[src/hdl/fofc_regs.svh]
// Register offsets, field positions and masks, and reset values for the output float control.
`ifndef FOFC_REGS_SVH
`define FOFC_REGS_SVH

// ----------------------------------------------------------------------------
// Register offsets
// ----------------------------------------------------------------------------
`define FOFC_OFS_FAST_DISABLE  8'h06
`define FOFC_OFS_FLOAT_FORCE   8'h07
`define FOFC_OFS_WAKE_MISC     8'h08
`define FOFC_OFS_MODULE_CFG    8'h10

// ----------------------------------------------------------------------------
// Field positions and masks
// ----------------------------------------------------------------------------
`define FOFC_BIT_FLOPPY        0
`define FOFC_BIT_PARALLEL      1
`define FOFC_BIT_SERIAL_TWO    2
`define FOFC_BIT_SERIAL_ONE    3
`define FOFC_BIT_KBD_MOUSE     4
`define FOFC_FLOAT_MASK        8'h1f
`define FOFC_DIS_MASK          8'h3f
`define FOFC_CFG_MASK          8'h1f

// ----------------------------------------------------------------------------
// Reset values
// ----------------------------------------------------------------------------
`define FOFC_RST_FLOAT_FORCE   8'h00
`define FOFC_RST_FAST_DISABLE  8'h00
`define FOFC_RST_WAKE_MISC     8'h00
`define FOFC_RST_MODULE_CFG    8'h00

`endif

[src/hdl/fofc_pkg.sv]
// Types shared by the output float control files.
package fofc_pkg;
    typedef logic [7:0] fofc_byte_t;
    typedef logic [4:0] fofc_mod_t;
endpackage

[src/hdl/fofc_reg8.sv]
// One 8-bit software register with write mask and synchronous reset.
`timescale 1ns/10ps
`default_nettype none
module fofc_reg8 #(
    parameter logic [7:0] RST_VAL = 8'h00,
    parameter logic [7:0] MASK    = 8'hff
) (
    // Clock and reset
    input  wire logic       i_clk_sys,
    input  wire logic       i_rst_n,
    // Write port
    input  wire logic       i_we,
    input  wire logic [7:0] i_wdata,
    // Stored value
    output logic      [7:0] o_q
);
    logic [7:0] val_q;
    logic [7:0] val_d;

    always_comb begin
        val_d = val_q;
        if (i_we) begin
            val_d = i_wdata & MASK;
        end
    end

    always_ff @(posedge i_clk_sys) begin
        if (!i_rst_n) begin
            val_q <= RST_VAL;
        end else begin
            val_q <= val_d;
        end
    end

    assign o_q = val_q;
endmodule
`default_nettype wire

[src/hdl/fofc_float_gate.sv]
// Per-module float decision: forced float when disabled, else own config bit.
`timescale 1ns/10ps
`default_nettype none
module fofc_float_gate (
    // Controls
    input  wire logic [4:0] i_force,
    input  wire logic [4:0] i_disabled,
    input  wire logic [4:0] i_own_cfg,
    // Decision
    output logic      [4:0] o_float
);
    // A force bit only counts for a disabled module; otherwise the module's
    // own float setting decides alone.
    assign o_float = (i_force & i_disabled) | i_own_cfg;
endmodule
`default_nettype wire

[src/hdl/fofc_top.sv]
// Output float control register bank of the wake control block.
//
// Notes on behaviour
// - One register floats outputs of several modules, bypassing their own config bits.
// - Float force takes effect only while the module is disabled.
// - Float register sits at offset 07h, reachable in every bank.
// - Hardware reset clears the float register to zero.
// - Bit 4 with keyboard/mouse disabled floats all keyboard and mouse outputs.
// - Bit 4 clear: keyboard/mouse float follows its own config bit 0 only.
// - Miscellaneous control register resets to zero.
// - Fast-disable bit set counts as disabled, whatever the activation bit says.
`timescale 1ns/10ps
`default_nettype none
`include "fofc_regs.svh"
module fofc_top (
    // Clock and reset
    input  wire logic       i_clk_sys,
    input  wire logic       i_rst_n,
    // Register port
    input  wire logic [7:0] i_addr,
    input  wire logic [7:0] i_wdata,
    input  wire logic       i_wr,
    input  wire logic       i_rd,
    output logic      [7:0] o_rdata,
    // Module activation bits, from logic on this clock
    input  wire logic [5:0] i_activate,
    // Float decisions per module
    output logic            o_kbd_mouse_float,
    output logic            o_serial_one_float,
    output logic            o_serial_two_float,
    output logic            o_parallel_float,
    output logic            o_floppy_float,
    // Effective disable per module
    output logic      [5:0] o_mod_disabled
);
    // ------------------------------------------------------------------------
    // Registers
    // ------------------------------------------------------------------------
    fofc_pkg::fofc_byte_t float_force;
    fofc_pkg::fofc_byte_t fast_disable;
    fofc_pkg::fofc_byte_t wake_misc;
    fofc_pkg::fofc_byte_t module_cfg;
    fofc_pkg::fofc_mod_t  dis5;
    fofc_pkg::fofc_mod_t  flt;
    logic [5:0]           dis_all;
    logic [7:0]           rdata_d;
    logic [7:0]           rdata_q;

    function automatic logic hit(input logic [7:0] a, input logic [7:0] ofs);
        hit = (a == ofs);
    endfunction

    // Bank select is not decoded, so the register answers in every bank.
    fofc_reg8 #(.RST_VAL(`FOFC_RST_FLOAT_FORCE), .MASK(`FOFC_FLOAT_MASK)) u_float (
        .i_clk_sys (i_clk_sys),
        .i_rst_n   (i_rst_n),
        .i_we      (i_wr && hit(i_addr, `FOFC_OFS_FLOAT_FORCE)),
        .i_wdata   (i_wdata),
        .o_q       (float_force)
    );

    fofc_reg8 #(.RST_VAL(`FOFC_RST_FAST_DISABLE), .MASK(`FOFC_DIS_MASK)) u_fdis (
        .i_clk_sys (i_clk_sys),
        .i_rst_n   (i_rst_n),
        .i_we      (i_wr && hit(i_addr, `FOFC_OFS_FAST_DISABLE)),
        .i_wdata   (i_wdata),
        .o_q       (fast_disable)
    );

    fofc_reg8 #(.RST_VAL(`FOFC_RST_WAKE_MISC), .MASK(8'hff)) u_misc (
        .i_clk_sys (i_clk_sys),
        .i_rst_n   (i_rst_n),
        .i_we      (i_wr && hit(i_addr, `FOFC_OFS_WAKE_MISC)),
        .i_wdata   (i_wdata),
        .o_q       (wake_misc)
    );

    // Bit n holds the own float config bit 0 of each module's configuration.
    fofc_reg8 #(.RST_VAL(`FOFC_RST_MODULE_CFG), .MASK(`FOFC_CFG_MASK)) u_cfg (
        .i_clk_sys (i_clk_sys),
        .i_rst_n   (i_rst_n),
        .i_we      (i_wr && hit(i_addr, `FOFC_OFS_MODULE_CFG)),
        .i_wdata   (i_wdata),
        .o_q       (module_cfg)
    );

    // ------------------------------------------------------------------------
    // Disable qualification
    // ------------------------------------------------------------------------
    // Fast-disable bits: 5 keyboard, 4 mouse, 3 serial one, 2 serial two,
    // 1 parallel, 0 floppy. Keyboard/mouse counts disabled when either is.
    assign dis_all = fast_disable[5:0] | ~i_activate;
    assign dis5    = {dis_all[5] | dis_all[4], dis_all[3:0]};

    fofc_float_gate u_gate (
        .i_force    (float_force[4:0]),
        .i_disabled (dis5),
        .i_own_cfg  (module_cfg[4:0]),
        .o_float    (flt)
    );

    assign o_kbd_mouse_float  = flt[`FOFC_BIT_KBD_MOUSE];
    assign o_serial_one_float = flt[`FOFC_BIT_SERIAL_ONE];
    assign o_serial_two_float = flt[`FOFC_BIT_SERIAL_TWO];
    assign o_parallel_float   = flt[`FOFC_BIT_PARALLEL];
    assign o_floppy_float     = flt[`FOFC_BIT_FLOPPY];
    assign o_mod_disabled     = dis_all;

    // ------------------------------------------------------------------------
    // Read path
    // ------------------------------------------------------------------------
    always_comb begin
        rdata_d = 8'h00;
        if (i_rd) begin
            unique case (i_addr)
                `FOFC_OFS_FAST_DISABLE: rdata_d = fast_disable;
                `FOFC_OFS_FLOAT_FORCE:  rdata_d = float_force;
                `FOFC_OFS_WAKE_MISC:    rdata_d = wake_misc;
                `FOFC_OFS_MODULE_CFG:   rdata_d = module_cfg;
                default:                rdata_d = 8'h00;
            endcase
        end
    end

    always_ff @(posedge i_clk_sys) begin
        if (!i_rst_n) begin
            rdata_q <= 8'h00;
        end else begin
            rdata_q <= rdata_d;
        end
    end

    assign o_rdata = rdata_q;
endmodule
`default_nettype wire

[config.mk]
export PLATFORM = sky130hd
export DESIGN_NAME = fofc_top
export DESIGN_NICKNAME = d
export VERILOG_FILES = /design/src/hdl/fofc_pkg.sv /design/src/hdl/fofc_reg8.sv /design/src/hdl/fofc_float_gate.sv /design/src/hdl/fofc_top.sv
export VERILOG_INCLUDE_DIRS = /design/src /design/src/hdl
export SDC_FILE = /design/constraint.sdc
export NUM_CORES = 1
export LEC_CHECK = 0
export ABC_AREA = 1
export BUFFER_PORTS_ARGS = -buffer_cell sky130_fd_sc_hd__buf_2
export CORE_ASPECT_RATIO = 0.8
export CORE_UTILIZATION = 58
export CTS_BUF_LIST = sky130_fd_sc_hd__clkbuf_8
export DETAILED_ROUTE_END_ITERATION = 8
export GPL_ROUTABILITY_DRIVEN = 0
export PLACE_DENSITY = 0.87
export SLEW_MARGIN = 10
export SYNTH_ARGS = -nofsm -noshare
export SYNTH_HDL_FRONTEND = slang
export SYNTH_SLANG_ARGS = --single-unit
export TNS_END_PERCENT = 10
[constraint.sdc]
create_clock -name i_clk_sys -period 1.9 [get_ports i_clk_sys]
set_input_delay 0.38 -clock i_clk_sys [delete_from_list [all_inputs] [get_ports i_clk_sys]]
set_output_delay 0.38 -clock i_clk_sys [all_outputs]
set_load 0.02 [all_outputs]
# ---- Yosys cells after proc, flatten, opt, wreduce, memory -nomap -nowiden
# Index checks and enable logic that the tools add are counted.
dict set report word_totals {
  reg_bits 32
  input_bits 26
  out_inout_bits 19
  word_cells 20
}
dict set report classes {
  n_eq_ne 4
  n_mux 1
  bitwise 5
  reduce_logical 5
}
# cell count
set op_table {}
lappend op_table {{case mux 8 bit (4 select lines)} 1}
lappend op_table {{== test 8 x 3 -> 1 bit (second input constant)} 2}
lappend op_table {{== test 8 x 4 -> 1 bit (second input constant)} 1}
lappend op_table {{== test 8 x 5 -> 1 bit (second input constant)} 1}
lappend op_table {{inverter 6 bit} 1}
lappend op_table {{bitwise OR 6 bit} 1}
lappend op_table {{AND 5 bit} 1}
lappend op_table {{bitwise OR 5 bit} 1}
lappend op_table {{logical AND 1 bit} 4}
lappend op_table {{AND reduction 2 bit} 1}
lappend op_table {{bitwise OR 1 bit} 1}

# ---- Logic depth before layout (Yosys ltp)
dict set report depth {
  ltp_word 5
  depth_mapped 9
  depth_no_buf 8
}

# ---- Modules after synthesis
# Synthesis repeated with hierarchy kept, for this count alone.
dict set report unflattened {
  cells_unflattened 303
  area_unflattened_um2 1898.1
}
# module instances cells_per_inst area_per_inst_um2 seq_area_each_um2
set by_module_without_submodules {}
lappend by_module_without_submodules {fofc_top 1 127 747.0 160.2}
lappend by_module_without_submodules {{fofc_reg8 at u_cfg ...} 2 35 231.5 100.1}
lappend by_module_without_submodules {{fofc_reg8 at u_misc} 1 51 356.6 160.2}
lappend by_module_without_submodules {{fofc_reg8 at u_fdis} 1 40 275.3 120.1}
lappend by_module_without_submodules {fofc_float_gate 1 15 56.3 0.0}

# ---- Worst setup path before layout
# OpenSTA, ideal clock, no wires.
dict set report synth_timing {
  path_type {input to output}
  from {input i_activate[4]}
  to {output o_kbd_mouse_float}
  t_arrival_ns 0.966
  required_time_ns 1.520
  path_slack_ns 0.554
  stages 3
  n_path_buf 0
  cell_sequence {nand2_1 -> nor2_1 -> o21bai_1}
}
dict set report synth_between {
  elab_chain_cells 5
}
# item line_no
set synth_lines {}
lappend synth_lines {{start, declared} fofc_top.sv:26} ;# input wire logic [5:0] i_activate,
lappend synth_lines {{inverter 6 bit} fofc_top.sv:92} ;# assign dis_all = fast_disable[5:0] | ~i_activate;
lappend synth_lines {{bitwise OR 6 bit} fofc_top.sv:92}
lappend synth_lines {{bitwise OR 1 bit} fofc_top.sv:93} ;# assign dis5 = {dis_all[5] | dis_all[4], dis_all[3:0]};
lappend synth_lines {{AND 5 bit} fofc_float_gate.sv:14} ;# assign o_float = (i_force & i_disabled) | i_own_cfg;
lappend synth_lines {{bitwise OR 5 bit} fofc_float_gate.sv:14}
lappend synth_lines {{end, declared} fofc_top.sv:28} ;# output logic o_kbd_mouse_float,
# Every way passes these cells.

# ---- Final worst setup path
dict set report layout_timing {
  from {register u_fdis.val_q[4], in the netlist u_fdis.o_q[4]}
  to {output o_kbd_mouse_float}
}
dict set report layout_between {
  elab_chain_cells 4
}
# item line_no
set layout_lines {}
lappend layout_lines {{start, declared} fofc_reg8.sv:17} ;# logic [7:0] val_q;
lappend layout_lines {{start signal, assigned} fofc_reg8.sv:31} ;# val_q <= val_d;
lappend layout_lines {{bitwise OR 6 bit} fofc_top.sv:92}
lappend layout_lines {{bitwise OR 1 bit} fofc_top.sv:93}
lappend layout_lines {{AND 5 bit} fofc_float_gate.sv:14}
lappend layout_lines {{bitwise OR 5 bit} fofc_float_gate.sv:14}
# Every way passes these cells.

==> impl_results.md <==
- Status: finished clean
- Period utilization: 77.2%
- Vias per cell: 4.98
- Final min period: 1.47 ns
- CTS tree: yes
- Post_cts resized: 0
- Setup crit start kind: flop
- Setup WS post-layout: 0.433 ns
- Hold depth: 3
- First-pass GRT wire length: 5960 µm
- Syn Nets: 279
- Row cnt: 17
- Final setup violation count: 0
- Worst-Skew Late Latency: 0.28 ns
- Final HPWL DP: 2610 µm
- Initial Util: 61.3%
- Iteration-0 DRC Markers: 60
- Synth unique cells: 25
- Maximum vdd drop: 0.000394 V
- Synth area leader: dfxtp_1
- Number of clock sinks: 32
- HP Start: i_wdata[5]
- Share of cells above drive strength 1: 22.7%
- # DRC: 0
- Sequential area share after synthesis: 37.8%
- Reg2reg path depth: 4
- Initial antenna violation count: 0
- FMAX: 682 MHz
- Worst-path clk slew: 0.06 ns
- Hold_buf cts: 0
- Area delta synth->final: 15.6%
- Pre-CTS WS: 0.431 ns
- Mux contribution to synthesized area: 0%
- FF+latch count, synth: 32
- Setup CP Type: flop to output port
- Number of global-route vias before repair: 1456
- Max-slew violation count: 0
- Power Dens Cells: 637 nW/µm²
- Final nets: 323
- Worst Setup SP: u_fdis.o_q[4]
- Commonest cells post-synth: 77 x nand2_1, 61 x nor2_1, 32 x dfxtp_1
- Largest net degree at the start of global routing: 25
- Worst flop-to-flop path startpoint: u_float.o_q[2]
- Placed cell area: 1890 µm²
- Routed WL: 3430 µm
- Post-DRT Antenna Nets: 0
- Asr flop ratio synth: 0%
- Flop-to-flop setup slack: 1.16 ns
- I/O pin count: 45
- Xor/xnor share of the synthesized area: 0%
- Max-Cap Viols: 0
- # H-tree levels: 2
- Top-count cell post-synth: nand2_1
- Per-cell routed wire length: 10.3 µm
- Non-filler cells, final: 333
- Via count: 1657
- Number of synthesized flops with an enable pin: 0
- Core Area: 2770 µm²
- Post-CTS Setup Inserts: 0
- Overall routing resource usage: 24.6%
- Synth top area cells: dfxtp_1 38%, nand2_1 17%, nor2_1 14%, nand3_1 6.2%, inv_1 5.1%
- Root Buffer: clkbuf_8
- Diode count: 0
- Placed Cells: 328
- Worst Skew: 0.00474 ns
- Reg2reg end: o_rdata[2]
- Die Y: 50.4 µm
- CP endpoint kind: output port
- Leak: 1.07 nW
- IO buf count: 44
- Hold crit path type: input pin to flop
- Worst Tran Pin Value: 0.405 ns
- Synth Warn #: 0
- Die area: 3140 µm²
- CTS buffer count: 5
- Final instance area: 1960 µm²
- Syn Inst Count: 253
- CP required: 1.52 ns
- Slew headroom: 72.9%
- Synthesized-area fraction occupied by adder cells: 0%
- Mapped cell area: 1700 µm²
- Post-synthesis compound-gate area fraction: 4.28%
- Top cell type's share of synthesized area: 37.8%
- Grt total ovfl: 0
- Clock buffer depth: 2
- Largest family of logic cells by synthesized area: simple AND/OR/NAND/NOR gates
- Hold-critical path endpoint: u_fdis.o_q[5]
- Worst Hold Slack: 0.357 ns
- Post-Synth Simple-Gate Area: 47.3%
- Final hold vios: 0
- Drt pass-1 iters: 4
- Worst-path fanout max: 2
- RSZ-0062 raised after global routing: false
- Die Wd: 62.4 µm
- Ys flop type: dfxtp_1
- Syn Area/Cell: 6.70 µm²
- Post-route setup TNS: 0 ns
- Arrival time at the worst endpoint: 1.09 ns
## registers in the layout, indices dropped and copies added (netlist names)
signal,flops
u_float.o_q,5
o_rdata,8
u_misc.o_q,8
u_fdis.o_q,6
u_cfg.o_q,5
## worst max-delay path by stage
stage	endpoint	slack [ns]	cells past startpoint
after floorplan	o_kbd_mouse_float	0.55	3
after global placement	u_misc.o_q[0]	0.45	9
after CTS	o_kbd_mouse_float	0.42	5
final	o_kbd_mouse_float	0.43	5
after detailed placement	u_misc.o_q[5]	0.43	9
after global routing	o_kbd_mouse_float	0.32	5
## power breakdown
part / internal (mW) / total [mW] / switching, mW
Combinational: 0.0431 / 0.124 / 0.0810
Clock: 0.235 / 0.452 / 0.217
Sequential: 0.672 / 0.673 / 0.000638
Total: 0.950 / 1.25 / 0.298
## metrics by stage
step                      power [mW]  util [%]
final                           1.25      70.9
after global placement         0.809      68.4
after detailed placement       0.811      68.4
after floorplan                0.763         -
after CTS                       1.26      70.9
after global routing            1.30      70.9
## logic make-up (layout without fill, tap and decap cells)
logic type      count (synthesis)  in the layout
simple gates                  177            177
buf+inv                        34             76
compound gates                 10             10
flops                          32             32
## critical path, cell delays in order, from the launching register on
cell and delay, ns:
dfxtp_1 0.34, inv_1 0.06, nand2_1 0.06, nor2_1 0.05, o21bai_1 0.12, buf_2 0.18
## placed cells by master, fill, tap and decap left out, types with 2 or more instances in the layout
cell	count
a21boi_1	3
a21o_1	4
buf_2	44
clkbuf_8	5
dfxtp_1	32
inv_1	23
inv_2	2
nand2_1	77
nand2_2	3
nand3_1	21
nand4_1	4
nor2_1	61
nor2_2	2
nor2_4	3
nor2_8	2
## layout make-up
class                   count  area (µm²)
repair buffers             45         228
flip-flops and latches     32         641
multi-input cells         187         875
clock buffers               5        68.8
inverters                  26         100
fillers                   272         806
well taps                  38        47.5
## metal layers
metal | GRT usage [%] | wire, µm | vias to the layer above
met2 | 43.3 | 1630 | 56
li1 | - | - | 858
met3 | 7.50 | 190 | 9
met1 | 28.1 | 1540 | 734
met4 | 9.69 | 78 | 0
met5 | 0 | 0 | -
Note: power is estimated with default switching activity, not from simulation.
